==> src/adcctl_defs.svh <==
// Constants for the converter channel, clock and trigger control block
// How it works
// - Channel codes 0-7 route enabled pins, 8-21 ground, 29/30 references, 31 off.
// - Reserved channel codes give an unspecified result; expect no value.
// - Conversions run from bus clock, bus clock halved, or local async clock.
// - The alternate conversion clock is unconnected, so selecting it gives no clock.
// - With hardware trigger on, a periodic counter overflow starts a conversion unless one is running.
// - Periodic counter counts external reference clock or a nominal 1 kHz clock.
// - Periodic counter free-runs; overflow period set by rate select and input clock.
// - Periodic triggers work in run and wait, and in the third stop mode only with both detector enables set.
// - Only one analog pin enable register, the first bank, exists.
// - Results come from a binary 10-bit successive-approximation search.
// - Results are right-justified, 10-bit or 8-bit as the format selects.
// - Single or continuous conversion; a single conversion returns to idle.
// - Optional compare flags results less-than or greater-or-equal to a set value.
// - Conversion complete flag is set at the end and can raise an interrupt.
// - Channel code 11010 selects the on-chip temperature sensor.
// - Writing status/control 1 aborts; with software trigger it restarts, unless channel is all ones.
// - Channel all ones turns the converter off; continuous mode stops at once.
`ifndef ADCCTL_DEFS_SVH
`define ADCCTL_DEFS_SVH

// ==========================================================
// Register map
`define ADCCTL_A_SC1 8'h00
`define ADCCTL_A_SC2 8'h01
`define ADCCTL_A_RESH 8'h02
`define ADCCTL_A_RESL 8'h03
`define ADCCTL_A_CVH 8'h04
`define ADCCTL_A_CVL 8'h05
`define ADCCTL_A_CFG 8'h06
`define ADCCTL_A_PINEN 8'h07
`define ADCCTL_A_PRD 8'h08
`define ADCCTL_A_PWR 8'h09

// ==========================================================
// Field positions and reset values
`define ADCCTL_SC1_COCO 7
`define ADCCTL_SC1_AIEN 6
`define ADCCTL_SC1_CONT 5
`define ADCCTL_SC2_ACT 7
`define ADCCTL_SC2_HWT 6
`define ADCCTL_SC2_CMPEN 5
`define ADCCTL_SC2_CMPGE 4
`define ADCCTL_CFG_MODE10 2
`define ADCCTL_PRD_EXTSRC 4
`define ADCCTL_PWR_BANDGAP_BUFFER_ENABLE 2
`define ADCCTL_PWR_LOW_VOLT_DETECT_ENABLE 1
`define ADCCTL_PWR_LOW_VOLT_DETECT_STOP_ENABLE 0
`define ADCCTL_CH_OFF 5'h1f
`define ADCCTL_CH_PIN_LAST 5'h07
`define ADCCTL_CH_GND_FIRST 5'h08
`define ADCCTL_CH_GND_LAST 5'h15
`define ADCCTL_CH_TEMP 5'h1a
`define ADCCTL_CH_BGAP 5'h1b
`define ADCCTL_CH_VREFH 5'h1d
`define ADCCTL_CH_VREFL 5'h1e
`define ADCCTL_RST_BYTE 8'h00
`define ADCCTL_SAR_MSB 10'h200
`define ADCCTL_SAR_LSB 10'h001
`define ADCCTL_PRD_BASE_LOG2 3

// ==========================================================
// Timing
`define ADCCTL_CLK_PERIOD_NS 5
`define ADCCTL_KHZ_PERIOD_NS 1000000
`define ADCCTL_KHZ_DIV (`ADCCTL_KHZ_PERIOD_NS / `ADCCTL_CLK_PERIOD_NS)

`endif

==> src/adcctl_pkg.sv <==
// Types shared by the converter control block
`include "adcctl_defs.svh"

package adcctl_pkg;

   typedef enum logic [3:0] {
      ADCCTL_ST_IDLE = 4'b0001,
      ADCCTL_ST_SAMPLE = 4'b0010,
      ADCCTL_ST_CONVERT = 4'b0100,
      ADCCTL_ST_DONE = 4'b1000
   } adcctl_state_e;

   typedef enum logic [1:0] {
      ADCCTL_CLK_BUS = 2'h0,
      ADCCTL_CLK_BUS_DIV2 = 2'h1,
      ADCCTL_CLK_ALT = 2'h2,
      ADCCTL_CLK_ASYNC = 2'h3
   } adcctl_clk_e;

   typedef enum logic [1:0] {
      ADCCTL_PWR_RUN = 2'h0,
      ADCCTL_PWR_WAIT = 2'h1,
      ADCCTL_PWR_STOP3 = 2'h2,
      ADCCTL_PWR_STOP12 = 2'h3
   } adcctl_pwr_e;

   // Analog input mux controls
   typedef struct packed {
      logic [7:0] pin;
      logic gnd;
      logic vrefh;
      logic vrefl;
      logic temp;
      logic bandgap;
      logic reserved;
   } adcctl_mux_s;

endpackage : adcctl_pkg

==> src/adcctl_top.sv <==
// Converter channel decode, conversion clock, trigger and SAR sequencing
//
// Design decisions made here: the address map and strobed register access.
`timescale 1ns/1ps
`default_nettype none
`include "adcctl_defs.svh"

module adcctl_top import adcctl_pkg::*; #(
   parameter int unsigned KHZ_DIV = `ADCCTL_KHZ_DIV
) (
   input wire logic ref_clk_i,
   input wire logic sys_rst_i,
   input wire logic [7:0] reg_addr_i,
   input wire logic [7:0] reg_wdata_i,
   input wire logic reg_wr_i,
   input wire logic reg_rd_i,
   output logic [7:0] reg_rdata_o,
   input wire adcctl_pwr_e power_mode_i,
   input wire logic clock_source_ext_ref_clock_i,
   input wire logic local_async_conv_clock_i,
   input wire logic sar_comp_i,
   output logic [9:0] sar_dac_o,
   output logic sar_sample_o,
   output logic sar_power_o,
   output adcctl_mux_s mux_sel_o,
   output logic bandgap_buffer_enable_o,
   output logic conv_irq_o
);

   // ==========================================================
   // Registers
   logic coco_reg;
   logic aien_reg;
   logic cont_reg;
   logic [4:0] conv_channel_select_reg;
   logic hwt_en_reg;
   logic cmp_en_reg;
   logic cmp_ge_reg;
   logic [9:0] result_reg;
   logic [9:0] cmp_val_reg;
   logic mode10_reg;
   adcctl_clk_e clk_sel_reg;
   logic [7:0] analog_pin_enable_reg1;
   logic prd_ext_reg;
   logic [2:0] prd_rate_reg;
   logic [2:0] pwr_reg;
   adcctl_state_e state_reg;
   adcctl_state_e state_next;
   logic [9:0] dac_reg;
   logic [9:0] mask_reg;
   logic div2_reg;
   logic async_prev_reg;

   // ==========================================================
   // Bus decode
   logic sel_sc1, sel_sc2, sel_resh, sel_resl, sel_cvh, sel_cvl, sel_cfg, sel_pin, sel_prd, sel_pwr;
   logic sc1_wr;
   logic resl_rd;
   logic [7:0] rdata_next;

   assign sel_sc1 = (reg_addr_i == `ADCCTL_A_SC1);
   assign sel_sc2 = (reg_addr_i == `ADCCTL_A_SC2);
   assign sel_resh = (reg_addr_i == `ADCCTL_A_RESH);
   assign sel_resl = (reg_addr_i == `ADCCTL_A_RESL);
   assign sel_cvh = (reg_addr_i == `ADCCTL_A_CVH);
   assign sel_cvl = (reg_addr_i == `ADCCTL_A_CVL);
   assign sel_cfg = (reg_addr_i == `ADCCTL_A_CFG);
   assign sel_pin = (reg_addr_i == `ADCCTL_A_PINEN);
   assign sel_prd = (reg_addr_i == `ADCCTL_A_PRD);
   assign sel_pwr = (reg_addr_i == `ADCCTL_A_PWR);
   assign sc1_wr = reg_wr_i & sel_sc1;
   assign resl_rd = reg_rd_i & sel_resl;

   // ==========================================================
   // Channel decode
   function automatic adcctl_mux_s decode_ch(input logic [4:0] ch, input logic [7:0] pin_en);
      adcctl_mux_s m;
      m = '0;
      if (ch <= `ADCCTL_CH_PIN_LAST) begin
         m.pin = pin_en & (8'h01 << ch[2:0]);
      end else if (ch >= `ADCCTL_CH_GND_FIRST && ch <= `ADCCTL_CH_GND_LAST) begin
         m.gnd = 1'b1;
      end else if (ch == `ADCCTL_CH_TEMP) begin
         m.temp = 1'b1;
      end else if (ch == `ADCCTL_CH_BGAP) begin
         m.bandgap = 1'b1;
      end else if (ch == `ADCCTL_CH_VREFH) begin
         m.vrefh = 1'b1;
      end else if (ch == `ADCCTL_CH_VREFL) begin
         m.vrefl = 1'b1;
      end else if (ch != `ADCCTL_CH_OFF) begin
         // Nothing is attached; the result is whatever the array settles to
         m.reserved = 1'b1;
      end
      return m;
   endfunction : decode_ch

   // ==========================================================
   // Conversion clock and run conditions
   logic conv_tick;
   logic run_ok;
   logic prd_run;
   logic ch_off;
   logic new_ch_off;
   logic prd_trig;
   logic hw_conv_trigger;
   logic can_start;

   always_comb begin
      case (clk_sel_reg)
         ADCCTL_CLK_BUS: conv_tick = 1'b1;
         ADCCTL_CLK_BUS_DIV2: conv_tick = div2_reg;
         ADCCTL_CLK_ASYNC: conv_tick = local_async_conv_clock_i & ~async_prev_reg;
         default: conv_tick = 1'b0;
      endcase
   end

   // Stop3 keeps converting only with both detector enables set
   assign run_ok = (power_mode_i == ADCCTL_PWR_RUN) | (power_mode_i == ADCCTL_PWR_WAIT) |
                   ((power_mode_i == ADCCTL_PWR_STOP3) & pwr_reg[`ADCCTL_PWR_LOW_VOLT_DETECT_ENABLE] &
                    pwr_reg[`ADCCTL_PWR_LOW_VOLT_DETECT_STOP_ENABLE]);
   assign prd_run = (power_mode_i != ADCCTL_PWR_STOP12);
   assign ch_off = (conv_channel_select_reg == `ADCCTL_CH_OFF);
   assign new_ch_off = (reg_wdata_i[4:0] == `ADCCTL_CH_OFF);
   assign hw_conv_trigger = hwt_en_reg & prd_trig;
   assign can_start = run_ok & ~ch_off;

   adcctl_prd_cnt #(
      .KHZ_DIV(KHZ_DIV)
   ) u_prd_cnt (
      .ref_clk_i(ref_clk_i),
      .sys_rst_i(sys_rst_i),
      .ext_src_i(prd_ext_reg),
      .rate_sel_i(prd_rate_reg),
      .run_en_i(prd_run),
      .clock_source_ext_ref_clock_i(clock_source_ext_ref_clock_i),
      .overflow_o(prd_trig)
   );

   // ==========================================================
   // Result formatting and compare
   logic [9:0] sar_keep;
   logic [9:0] res_fmt;
   logic [9:0] cv_fmt;
   logic cmp_true;
   logic done_flag;
   logic [9:0] dac_next;

   assign sar_keep = sar_comp_i ? dac_reg : (dac_reg ^ mask_reg);
   assign res_fmt = mode10_reg ? result_reg : {2'h0, result_reg[9:2]};
   assign cv_fmt = mode10_reg ? cmp_val_reg : {2'h0, cmp_val_reg[7:0]};
   assign cmp_true = cmp_ge_reg ? (res_fmt >= cv_fmt) : (res_fmt < cv_fmt);
   assign done_flag = (state_reg == ADCCTL_ST_DONE) & (~cmp_en_reg | cmp_true);
   // Array and keep decision must see the same trial code, so the pad is loaded with the next value
   assign dac_next = (state_next == ADCCTL_ST_SAMPLE) ? `ADCCTL_SAR_MSB :
                     ((state_reg == ADCCTL_ST_CONVERT && conv_tick) ? (sar_keep | (mask_reg >> 1)) : dac_reg);

   // ==========================================================
   // Sequencer
   always_comb begin
      state_next = state_reg;
      case (state_reg)
         ADCCTL_ST_IDLE: begin
            if (can_start & hw_conv_trigger) begin
               state_next = ADCCTL_ST_SAMPLE;
            end
         end
         ADCCTL_ST_SAMPLE: begin
            if (conv_tick) begin
               state_next = ADCCTL_ST_CONVERT;
            end
         end
         ADCCTL_ST_CONVERT: begin
            if (conv_tick && mask_reg == `ADCCTL_SAR_LSB) begin
               state_next = ADCCTL_ST_DONE;
            end
         end
         ADCCTL_ST_DONE: begin
            if (can_start & (cont_reg | hw_conv_trigger)) begin
               state_next = ADCCTL_ST_SAMPLE;
            end else begin
               state_next = ADCCTL_ST_IDLE;
            end
         end
         default: state_next = ADCCTL_ST_IDLE;
      endcase
      if (sc1_wr) begin
         // Abort; software trigger restarts at once, hardware waits for overflow
         state_next = (~new_ch_off & ~hwt_en_reg & run_ok) ? ADCCTL_ST_SAMPLE : ADCCTL_ST_IDLE;
      end else if (ch_off | ~run_ok) begin
         state_next = ADCCTL_ST_IDLE;
      end
   end

   always_ff @(posedge ref_clk_i) begin
      if (sys_rst_i) begin
         state_reg <= ADCCTL_ST_IDLE;
         dac_reg <= '0;
         mask_reg <= '0;
         div2_reg <= 1'b0;
         async_prev_reg <= 1'b0;
      end else begin
         state_reg <= state_next;
         div2_reg <= ~div2_reg;
         async_prev_reg <= local_async_conv_clock_i;
         dac_reg <= dac_next;
         if (state_next == ADCCTL_ST_SAMPLE) begin
            mask_reg <= `ADCCTL_SAR_MSB;
         end else if (state_reg == ADCCTL_ST_CONVERT && conv_tick) begin
            mask_reg <= mask_reg >> 1;
         end
      end
   end

   // ==========================================================
   // Software registers
   always_ff @(posedge ref_clk_i) begin
      if (sys_rst_i) begin
         aien_reg <= 1'b0;
         cont_reg <= 1'b0;
         conv_channel_select_reg <= `ADCCTL_CH_OFF;
         hwt_en_reg <= 1'b0;
         cmp_en_reg <= 1'b0;
         cmp_ge_reg <= 1'b0;
         cmp_val_reg <= '0;
         mode10_reg <= 1'b0;
         clk_sel_reg <= ADCCTL_CLK_BUS;
         analog_pin_enable_reg1 <= `ADCCTL_RST_BYTE;
         prd_ext_reg <= 1'b0;
         prd_rate_reg <= '0;
         pwr_reg <= '0;
      end else if (reg_wr_i) begin
         if (sel_sc1) begin
            aien_reg <= reg_wdata_i[`ADCCTL_SC1_AIEN];
            cont_reg <= reg_wdata_i[`ADCCTL_SC1_CONT];
            conv_channel_select_reg <= reg_wdata_i[4:0];
         end else if (sel_sc2) begin
            hwt_en_reg <= reg_wdata_i[`ADCCTL_SC2_HWT];
            cmp_en_reg <= reg_wdata_i[`ADCCTL_SC2_CMPEN];
            cmp_ge_reg <= reg_wdata_i[`ADCCTL_SC2_CMPGE];
         end else if (sel_cvh) begin
            cmp_val_reg[9:8] <= reg_wdata_i[1:0];
         end else if (sel_cvl) begin
            cmp_val_reg[7:0] <= reg_wdata_i;
         end else if (sel_cfg) begin
            mode10_reg <= reg_wdata_i[`ADCCTL_CFG_MODE10];
            clk_sel_reg <= adcctl_clk_e'(reg_wdata_i[1:0]);
         end else if (sel_pin) begin
            analog_pin_enable_reg1 <= reg_wdata_i;
         end else if (sel_prd) begin
            prd_ext_reg <= reg_wdata_i[`ADCCTL_PRD_EXTSRC];
            prd_rate_reg <= reg_wdata_i[2:0];
         end else if (sel_pwr) begin
            pwr_reg <= reg_wdata_i[2:0];
         end
      end
   end

   // Complete flag: a finishing conversion beats the result-low read clear
   always_ff @(posedge ref_clk_i) begin
      if (sys_rst_i) begin
         coco_reg <= 1'b0;
         result_reg <= '0;
      end else begin
         if (state_reg == ADCCTL_ST_CONVERT && state_next == ADCCTL_ST_DONE) begin
            result_reg <= sar_keep;
         end
         if (sc1_wr) begin
            coco_reg <= 1'b0;
         end else if (done_flag) begin
            coco_reg <= 1'b1;
         end else if (resl_rd) begin
            coco_reg <= 1'b0;
         end
      end
   end

   // ==========================================================
   // Read port and outputs
   always_comb begin
      if (sel_sc1) begin
         rdata_next = {coco_reg, aien_reg, cont_reg, conv_channel_select_reg};
      end else if (sel_sc2) begin
         rdata_next = {state_reg != ADCCTL_ST_IDLE, hwt_en_reg, cmp_en_reg, cmp_ge_reg, 4'h0};
      end else if (sel_resh) begin
         rdata_next = {6'h00, res_fmt[9:8]};
      end else if (sel_resl) begin
         rdata_next = res_fmt[7:0];
      end else if (sel_cvh) begin
         rdata_next = {6'h00, cmp_val_reg[9:8]};
      end else if (sel_cvl) begin
         rdata_next = cmp_val_reg[7:0];
      end else if (sel_cfg) begin
         rdata_next = {5'h00, mode10_reg, clk_sel_reg};
      end else if (sel_pin) begin
         rdata_next = analog_pin_enable_reg1;
      end else if (sel_prd) begin
         rdata_next = {3'h0, prd_ext_reg, 1'b0, prd_rate_reg};
      end else if (sel_pwr) begin
         rdata_next = {5'h00, pwr_reg};
      end else begin
         rdata_next = `ADCCTL_RST_BYTE;
      end
   end

   always_ff @(posedge ref_clk_i) begin
      if (sys_rst_i) begin
         reg_rdata_o <= `ADCCTL_RST_BYTE;
         mux_sel_o <= '0;
         sar_dac_o <= '0;
         sar_sample_o <= 1'b0;
         sar_power_o <= 1'b0;
         bandgap_buffer_enable_o <= 1'b0;
         conv_irq_o <= 1'b0;
      end else begin
         reg_rdata_o <= reg_rd_i ? rdata_next : `ADCCTL_RST_BYTE;
         mux_sel_o <= decode_ch(conv_channel_select_reg, analog_pin_enable_reg1);
         sar_dac_o <= dac_next;
         sar_sample_o <= (state_reg == ADCCTL_ST_SAMPLE);
         // Array powers down between single conversions to save current
         sar_power_o <= (state_reg != ADCCTL_ST_IDLE);
         bandgap_buffer_enable_o <= pwr_reg[`ADCCTL_PWR_BANDGAP_BUFFER_ENABLE];
         conv_irq_o <= coco_reg & aien_reg;
      end
   end
endmodule : adcctl_top

`default_nettype wire

==> src/adcctl_prd_cnt.sv <==
// Free-running periodic counter that issues the hardware conversion trigger
`timescale 1ns/1ps
`default_nettype none

module adcctl_prd_cnt import adcctl_pkg::*; #(
   parameter int unsigned KHZ_DIV = `ADCCTL_KHZ_DIV
) (
   input wire logic ref_clk_i,
   input wire logic sys_rst_i,
   input wire logic ext_src_i,
   input wire logic [2:0] rate_sel_i,
   input wire logic run_en_i,
   input wire logic clock_source_ext_ref_clock_i,
   output logic overflow_o
);

   logic [17:0] kdiv_reg;
   logic ext_prev_reg;
   logic [10:0] cnt_reg;
   logic khz_tick;
   logic ext_tick;
   logic tick;
   logic [10:0] limit;
   logic wrap;

   // ==========================================================
   // Tick sources
   assign khz_tick = (kdiv_reg == 18'(KHZ_DIV - 1));
   assign ext_tick = clock_source_ext_ref_clock_i & ~ext_prev_reg;
   assign tick = run_en_i & (rate_sel_i != 3'h0) & (ext_src_i ? ext_tick : khz_tick);
   // Period is 2^(rate+3) source ticks; rate 0 parks the counter
   // Shift amount is widened first so the slowest rate does not wrap past three bits
   assign limit = 11'((12'h001 << ({1'b0, rate_sel_i} + 4'(`ADCCTL_PRD_BASE_LOG2))) - 12'h001);
   assign wrap = tick & (cnt_reg == limit);

   always_ff @(posedge ref_clk_i) begin
      if (sys_rst_i) begin
         kdiv_reg <= '0;
         ext_prev_reg <= 1'b0;
         cnt_reg <= '0;
         overflow_o <= 1'b0;
      end else begin
         kdiv_reg <= khz_tick ? '0 : kdiv_reg + 18'h0_0001;
         ext_prev_reg <= clock_source_ext_ref_clock_i;
         cnt_reg <= wrap ? '0 : (tick ? cnt_reg + 11'h001 : cnt_reg);
         overflow_o <= wrap;
      end
   end

endmodule : adcctl_prd_cnt

`default_nettype wire

==> config.mk <==
export PLATFORM = sky130hd
export DESIGN_NAME = adcctl_top
export DESIGN_NICKNAME = d
export VERILOG_FILES = /design/src/adcctl_pkg.sv /design/src/adcctl_top.sv /design/src/adcctl_prd_cnt.sv
export VERILOG_INCLUDE_DIRS = /design/src
export SDC_FILE = /design/constraint.sdc
export NUM_CORES = 1
export LEC_CHECK = 0
export BUFFER_PORTS_ARGS = -buffer_cell sky130_fd_sc_hd__buf_2
export CAP_MARGIN = 20
export CORE_ASPECT_RATIO = 0.8
export CORE_MARGIN = 4
export CORE_UTILIZATION = 50
export DETAILED_ROUTE_END_ITERATION = 7
export PLACE_DENSITY = 0.72
export SYNTH_ARGS = -nofsm -noshare
export SYNTH_HDL_FRONTEND = slang
export SYNTH_SLANG_ARGS = --single-unit
==> constraint.sdc <==
create_clock -name ref_clk_i -period 4.29 [get_ports ref_clk_i]
set_input_delay 0.2145 -clock ref_clk_i [delete_from_list [all_inputs] [get_ports ref_clk_i]]
set_output_delay 0.2145 -clock ref_clk_i [all_outputs]
set_load 0.01 [all_outputs]
==> flow_summary.yaml, run 1 <==
synth:
  async_flop_share: 0
  synth_top_area_frac: 0.411
  synth_seq_cells: 132
  ys.flop_type: "dfxtp_1"
  synth_area_leaders: "dfxtp_1 (41%), mux2i_1 (5.5%), nor2_1 (4.7%)"
  synth.largest_area_cell: "dfxtp_1"
  netlist_area_um2: 6420
  yosysMostFrequentCell: "dfxtp_1"
  yosysSeqAreaShare: 0.411
  yosysWarnings: 0
  syn_avg_cell_area_um2: 8.64
  syn_nets: 782
  synth-edff-count: 0
  yosysUniqueCellTypes: 65
  syn_inst: 744
  yosys-top-cells-count: "dfxtp_1 (132), nor2_1 (80), nand2_1 (55), a21oi_1 (51), nand3_1 (48)"
worst_setup_path:
  criticalPathCategory: "register to register"
  worstPathMaxFanout: 30
  worst_setup_path_end_kind: "register"
  crit_path_max_incr_delay_ns: 0.96
  r2r_start: "state_reg[0]"
  r2r_end: "sar_dac_o[6]"
  cp.buffers_inverters: 0
  slowest_stage: "a221oi_4"
  ff2ff_setup_slack_ns: 1.63
  required_ns: 4.61
  ff2ff_path_depth: 4
  crit_chain: "or4b_1, a221oi_4, o21ai_0, a221oi_1"
  cp_top_family: "compound AO/OA/AOI/OAI gates"
  arrival_ns: 2.98
  worst_setup_path_start_kind: "register"
clock_network:
  cts_max_level: 4
  ctsHoldBuffers: 0
  clock_latency_ns: 0.42
  cts_root_buf: "clkbuf_16"
  clk_pin_slew_ns: 0.06
  post_cts_resized: 0
  cts_sinks: 132
  cts_tree: "yes"
  cts_buffers: 17
  cts_setup_buffers: 0
  cts_buffer_depth: 2
worst_hold_path:
  hold_class: "input port to register"
  holdPathStages: 2
  holdCritStartpoint: "local_async_conv_clock_i"
  worstHoldEndpoint: "async_prev_reg"
power:
  totalPowerFinal_mw: 2.73
  powerDensity_nw_per_um2: 371
  peakVddDrop_mv: 0.303
  leakage_nw: 2.84
sta:
  hold_ws_ns: 0.0314
  finalHoldViolCount: 0
  fin_crit_sh: 0.620
  period_needed_ns: 2.66
  finClkSkew_ns: 0.00966
  slew_headroom: 0.172
  tightest_slew_ns: 1.24
  rsz0062_at_grt: "false"
  slew_violations: 0
  setup_viol: 0
  fin_tns_setup_ns: 0
  clock.fmax_ghz: 0.376
place:
  io_buffers: 60
  gp_congestion: 0.960
  dpl-instance-area_um2: 6770
  place_hpwl_um: 11400
  place_inst: 931
global_route:
  grt_max_degree: 60
  grt_pass1_wl_um: 26200
  grt_overflow: 0
  track_usage: 0.223
  met3_usage: 0.0444
  busiest_layer: "met2"
  met1_usage: 0.312
  grt_pass1_vias: 5253
  antenna_found_initial: 0
  met2_usage: 0.336
cells_and_area:
  fill_cells: 1078
  multi_input_area_um2: 3500
  fin_cells: 963
  area_delta_synth_final_pct: 14.4
  drive_above_1_share: 0.155
  largest_reg_flops: 18
  fin_nets: 818
  regArea_um2: 2640
  fin_area_um2: 7350
  antenna_cells: 0
routing:
  routedWlPerCell_um: 16.7
  wirelength_um: 16100
  drcViolationCount: 0
  avgViaCountPerCell: 5.78
  drtIter0Drc: 676
  vias: 5568
  ant_nets: 0
  firstDrtPassIters: 5
floorplanning:
  die-area_um2: 14700
  core_area_um2: 12400
  start_util: 0.519
  fp-row-count: 36
  dieWidth_um: 135
  ioPinCount: 61
  die_y_um: 109
status:
  status: "finished clean"
flow_run:
  drv_cap: 0
layer usage:
layer | vias to the layer above | routed length (um)
li1 | 2730 | -
met5 | - | 0
met2 | 199 | 7020
met3 | 33 | 1180
met1 | 2606 | 7520
met4 | 0 | 341
how the worst max path moves through the flow:
stage               depth (start not counted)  slack [ns]                   from                    to
floorplan                                   9        1.88             mode10_reg              coco_reg
global placement                            6        1.62          reg_addr_i[5]          sar_dac_o[7]
detailed placement                          6        1.47  u_prd_cnt.kdiv_reg[0]  u_prd_cnt.cnt_reg[0]
CTS                                         6        1.50  u_prd_cnt.kdiv_reg[0]  u_prd_cnt.cnt_reg[0]
global route                                4        1.34           state_reg[0]          sar_dac_o[6]
finish                                      4        1.63           state_reg[0]          sar_dac_o[6]
kinds of logic (layout without fill, tap and decap cells):
group                    Yosys count  count (layout)  share of synthesized area
buffers and inverters             72             120                     0.0462
XOR/XNOR                          32              32                     0.0436
multiplexers                      43              43                     0.0686
AO/OA/AOI/OAI                    145             145                      0.147
adder cells (fa/ha/maj)           13              13                     0.0253
AND/OR/NAND/NOR                  307             307                      0.258
flip-flops                       132             132                      0.411
final cells by class:
class,instances,area share
Clock inverter,11,0.0175
Timing Repair Buffer,62,0.0429
Tap cell,171,0.0291
Sequential cell,132,0.359
Clock buffer,20,0.0607
Inverter,27,0.0138
Multi-Input combinational cell,540,0.477
through the flow:
step,utilization,setup slack (ns)
6_report,0.594,1.63
5_1_grt,0.594,1.34
4_1_cts,0.593,1.50
3_5_place_dp,0.547,1.47
3_3_place_gp,0.547,1.62
2_1_floorplan,-,1.88
power breakdown:
group          internal [mW]  total, mW  switching (mW)
logic                 0.0223     0.0811          0.0588
registers               1.23       1.23         0.00304
clock network          0.871       1.41           0.543
layout by cell type, fill, tap and decap left out, types with 5 or more instances in the layout:
cell type    n
and2_1       7
mux2i_1     35
xnor2_1     12
dfxtp_1    132
nor3_1      15
a21oi_1     51
mux2_2       8
xor2_1      20
buf_2       60
inv_1       27
clkbuf_16   17
nand3_1     48
nand4_1     10
nor4_1       6
o31ai_1      8
a221oi_1     6
nand2b_1     7
or4_1        6
o21ai_0     26
a211oi_1     5
ha_1        13
a22oi_1     10
and3_1      20
nor2_1      80
nand2_1     55
nor3b_1      5
nor2b_1     11
Note: power is estimated with default switching activity, not from simulation.
==> run 2, diff against run 1 <==
==> constraint.sdc (replaced) <==
create_clock -name ref_clk_i -period 2.69 [get_ports ref_clk_i]
set_input_delay 0.1345 -clock ref_clk_i [delete_from_list [all_inputs] [get_ports ref_clk_i]]
set_output_delay 0.1345 -clock ref_clk_i [all_outputs]
set_load 0.01 [all_outputs]
==> flow_summary.yaml, run 2 (synthesized netlist as in run 1, its figures left out) <==
status:
  status: "finished clean"
worst_setup_path:
  worst_setup_path_start_kind: "register"
  criticalPathCategory: "register to register"
  arrival_ns: 2.78
  required_ns: 2.98
  ff2ff_setup_slack_ns: 0.20
  worstPathMaxFanout: 15
  worst_setup_path_end_kind: "register"
  ff2ff_path_depth: 7
cells_and_area:
  final_common_cell: "dfxtp_1"
  drive_above_1_share: 0.166
  largest_reg_flops: 18
  antenna_cells: 0
  fin_nets: 828
  layout_common_cells: "dfxtp_1 (132), nor2_1 (80), buf_2 (60), nand2_1 (55), a21oi_1 (51)"
  area_delta_synth_final_pct: 15.9
power:
  leakage_nw: 2.90
  peakVddDrop_mv: 0.500
  powerDensity_nw_per_um2: 586
  totalPowerFinal_mw: 4.36
floorplanning:
  dieWidth_um: 135
  start_util: 0.519
  core_area_um2: 12400
  die-area_um2: 14700
  ioPinCount: 61
  die_y_um: 109
  fp-row-count: 36
clock_network:
  ctsHoldBuffers: 3
  cts_buffers: 17
  cts_sinks: 132
  cts_root_buf: "clkbuf_16"
  cts_tree: "yes"
  clk_pin_slew_ns: 0.06
  cts_setup_buffers: 0
  cts_max_level: 4
  clock_latency_ns: 0.41
  cts_buffer_depth: 2
  post_cts_resized: 0
place:
  gp_congestion: 0.975
  place_ws_ns: 0.255
  place_hpwl_um: 11900
  io_buffers: 60
routing:
  avgViaCountPerCell: 5.80
  vias: 5652
  drtIter0Drc: 556
  wirelength_um: 16400
  firstDrtPassIters: 5
  routedWlPerCell_um: 16.8
  ant_nets: 0
  drcViolationCount: 0
worst_hold_path:
  hold_class: "input port to register"
  holdPathStages: 3
global_route:
  grt_pass1_wl_um: 27000
  track_usage: 0.228
  antenna_found_initial: 1
  grt_max_degree: 37
  grt_overflow: 0
  grt_pass1_vias: 5420
sta:
  fin_tns_setup_ns: 0
  clock.fmax_ghz: 0.402
  fin_crit_sh: 0.925
  layout_setup_ws_ns: 0.202
  finalHoldViolCount: 0
  slew_violations: 0
  period_needed_ns: 2.49
  rsz0062_at_grt: "false"
  finClkSkew_ns: 0.00834
  slew_headroom: 0.374
  setup_viol: 0
  tightest_slew_ns: 0.939
flow_run:
  drv_cap: 0
## run 2: final timing paths
path,startpoint,endpoint
worst min register to register,div2_reg,div2_reg
worst max register to register,mode10_reg,coco_reg
worst min-delay path,reg_wdata_i[3],conv_channel_select_reg[3]
worst max-delay path,mode10_reg,coco_reg
## run 2: per-stage QoR
stage,cells,instance area [um^2],hold slack (ns),util
after floorplan,744,6420,0.259,-
after global placement,939,6830,0.373,0.551
after detailed placement,939,6830,0.388,0.551
after CTS,974,7440,0.0148,0.601
after global routing,974,7440,0.0344,0.601
final,974,7440,0.0302,0.601
## run 2: area by class of cell
cell class | count | area, um^2
fillers | 1123 | 4940
multi-input cells | 540 | 3500
flip-flops and latches | 132 | 2640
clock buffers | 17 | 425
repair buffers | 72 | 398
well taps | 171 | 214
clock inverters | 15 | 158
inverters | 27 | 101
## run 2: metal layers
layer  share of wire  routed length, um  track usage  up-vias
li1                -                  -            -     2756
met2            0.47               7650        0.386      187
met4           0.014                225       0.0560        2
met5         0.00049                  8            0        -
met3           0.071               1170       0.0604       29
met1            0.45               7320        0.292     2678
## run 2: where the power goes
part / internal [mW] / leakage, nW / total, mW / switching (mW)
Combinational: 0.0402 / 1.55 / 0.136 / 0.0955
Clock: 1.37 / 0.287 / 2.26 / 0.887
Sequential: 1.96 / 1.06 / 1.97 / 0.00528
Total: 3.37 / 2.90 / 4.36 / 0.988
## run 2: worst max-delay path: stages (launching register included)
cell	delay, ns
dfxtp_1	0.66
mux2_2	0.43
ha_1	0.31
and3_1	0.20
a221oi_1	0.33
o221ai_1	0.18
mux2i_1	0.18
o21ai_0	0.09
==> run 3, diff against run 2 <==
--- a/config.mk
+++ b/config.mk
@@ -6,6 +6,7 @@
 export SDC_FILE = /design/constraint.sdc
 export NUM_CORES = 1
 export LEC_CHECK = 0
+export ABC_AREA = 1
 export BUFFER_PORTS_ARGS = -buffer_cell sky130_fd_sc_hd__buf_2
 export CAP_MARGIN = 20
 export CORE_ASPECT_RATIO = 0.8
==> flow_summary.yaml, run 3 <==
status:
  status: "finished clean"
global_route:
  antenna_found_initial: 0
  grt_overflow: 0
  grt_max_degree: 51
  grt_pass1_vias: 5566
  grt_pass1_wl_um: 26600
  track_usage: 0.218
worst_hold_path:
  holdCritStartpoint: "reg_wdata_i[7]"
  hold_class: "input port to register"
clock_network:
  cts_max_level: 4
  cts_tree: "yes"
  clock_latency_ns: 0.43
  cts_buffers: 17
  cts_sinks: 132
  cts_root_buf: "clkbuf_16"
  clk_pin_slew_ns: 0.06
  cts_buffer_depth: 2
place:
  gp_congestion: 0.920
  place_hpwl_um: 11600
  io_buffers: 60
  place_inst: 1140
  dpl-instance-area_um2: 7060
floorplanning:
  ioPinCount: 61
  fp-row-count: 37
  start_util: 0.513
  dieWidth_um: 137
  core_area_um2: 13000
  die-area_um2: 15200
  die_y_um: 111
cells_and_area:
  fin_area_um2: 7670
  drive_above_1_share: 0.148
  final_common_cell: "nand2_1"
  fin_cells: 1176
  layout_common_cells: "nand2_1 (220), dfxtp_1 (132), inv_1 (114), nor2_1 (110)"
  post-route-util: 0.592
  antenna_cells: 0
  fill_cells: 1226
  area_delta_synth_final_pct: 15.4
  largest_reg_flops: 18
  fin_nets: 1026
synth:
  ys.flop_type: "dfxtp_1"
  synth_seq_cells: 132
  async_flop_share: 0
  synth_top_area_frac: 0.397
  synth-edff-count: 0
  yosysWarnings: 0
  syn_avg_cell_area_um2: 7.20
  syn_inst: 923
  synth.largest_area_cell: "dfxtp_1"
  yosysSeqAreaShare: 0.397
  netlist_area_um2: 6650
  syn_nets: 961
  yosys-top-cells-count: "nand2_1 (220), dfxtp_1 (132), inv_1 (114), nor2_1 (110), o21ai_0 (60)"
  yosysMostFrequentCell: "nand2_1"
  yosysUniqueCellTypes: 52
  synth_area_leaders: "dfxtp_1 (40%), nand2_1 (12%), inv_1 (6.4%)"
worst_setup_path:
  arrival_ns: 2.38
  criticalPathCategory: "register to register"
  r2r_start: "u_prd_cnt.kdiv_reg[0]"
  startpoint: "u_prd_cnt.kdiv_reg[0]"
  worst_setup_path_start_kind: "register"
  worstPathMaxFanout: 13
  required_ns: 3.00
  worst_setup_path_end_kind: "register"
power:
  totalPowerFinal_mw: 4.35
  peakVddDrop_mv: 0.478
  powerDensity_nw_per_um2: 567
  leakage_nw: 3.19
sta:
  fin_tns_setup_ns: 0
  tightest_slew_ns: 0.621
  period_needed_ns: 2.07
  setup_viol: 0
  fin_crit_sh: 0.770
  finClkSkew_ns: 0.00683
  clock.fmax_ghz: 0.483
  slew_headroom: 0.585
  slew_violations: 0
  finalHoldViolCount: 0
  rsz0062_at_grt: "false"
routing:
  wirelength_um: 15900
  drcViolationCount: 0
  ant_nets: 0
  drtIter0Drc: 315
  vias: 5951
  avgViaCountPerCell: 5.06
  routedWlPerCell_um: 13.5
  firstDrtPassIters: 5
flow_run:
  drv_cap: 0
run 3: logic make-up (layout without fill, tap and decap cells):
family                     Yosys count  in the layout  share of synthesized area
AOI/OAI and AO/OA                  135            135                      0.115
xor gates and xnor gates            27             27                     0.0356
adders and majority gates           13             13                     0.0245
buffers and inverters              144            222                     0.0899
DFF                                132            132                      0.397
muxes                                1              1                    0.00151
and+or+nand+nor                    471            471                      0.336
run 3: metrics by stage:
step	hold slack, ns	setup slack [ns]
3_3_place_gp	0.355	0.665
6_report	0.0212	0.619
5_1_grt	0.0264	0.377
3_5_place_dp	0.362	0.628
2_1_floorplan	0.248	0.901
4_1_cts	0.0105	0.599
run 3: path summary, 6_finish.rpt:
| check | endpoint | slack (ns) | cells past startpoint |
|---|---|---|---|
| setup / recovery | u_prd_cnt.cnt_reg[10] | 0.62 | 10 |
| hold / removal | analog_pin_enable_reg1[7] | 0.02 | 3 |
| setup reg to reg | u_prd_cnt.cnt_reg[10] | 0.62 | 10 |
| hold reg to reg | div2_reg | 0.41 | 1 |
run 3: critical path, stage by stage, from the launching register on:
cell	delay, ns
dfxtp_1	0.35
ha_1	0.20
nand2_1	0.07
nor3_1	0.29
nand3_1	0.18
nand2_1	0.13
nand2_2	0.18
clkinv_2	0.19
nand2_2	0.08
nand2_2	0.20
nor2_1	0.08
run 3: report_power, final:
part,switching (mW),leakage (nW),internal (mW)
Combinational,0.102,1.84,0.0415
Clock,0.947,0.282,1.30
Sequential,0.00460,1.06,1.96
Total,1.05,3.19,3.30
run 3: what timing repair did:
| item | CTS | global route |
|---|---|---|
| endpoints found under the setup margin | 0 | 0 |
| buffers inserted | 0 | 0 |
| hold buffers | 4 | 0 |
| endpoints found under the hold margin | 4 | 0 |
| gates resized for setup | 0 | 0 |
run 3: area by class of cell:
cell class / count / area [um^2] / area share
clock buffer: 17 / 425 / 0.0554
clock inverter: 15 / 146 / 0.0191
inverter: 123 / 469 / 0.0611
multi-input combinational: 647 / 3410 / 0.444
sequential: 132 / 2640 / 0.344
tap: 175 / 219 / 0.0285
timing repair buffer: 67 / 363 / 0.0473
run 3: metal layers:
metal	vias up	global-route usage	share of wire	wire, um
li1	3100	-	-	-
met1	2668	0.313	0.50	7960
met2	152	0.309	0.42	6700
met3	31	0.0576	0.056	896
met4	0	0.0818	0.023	371
met5	-	0	0	0
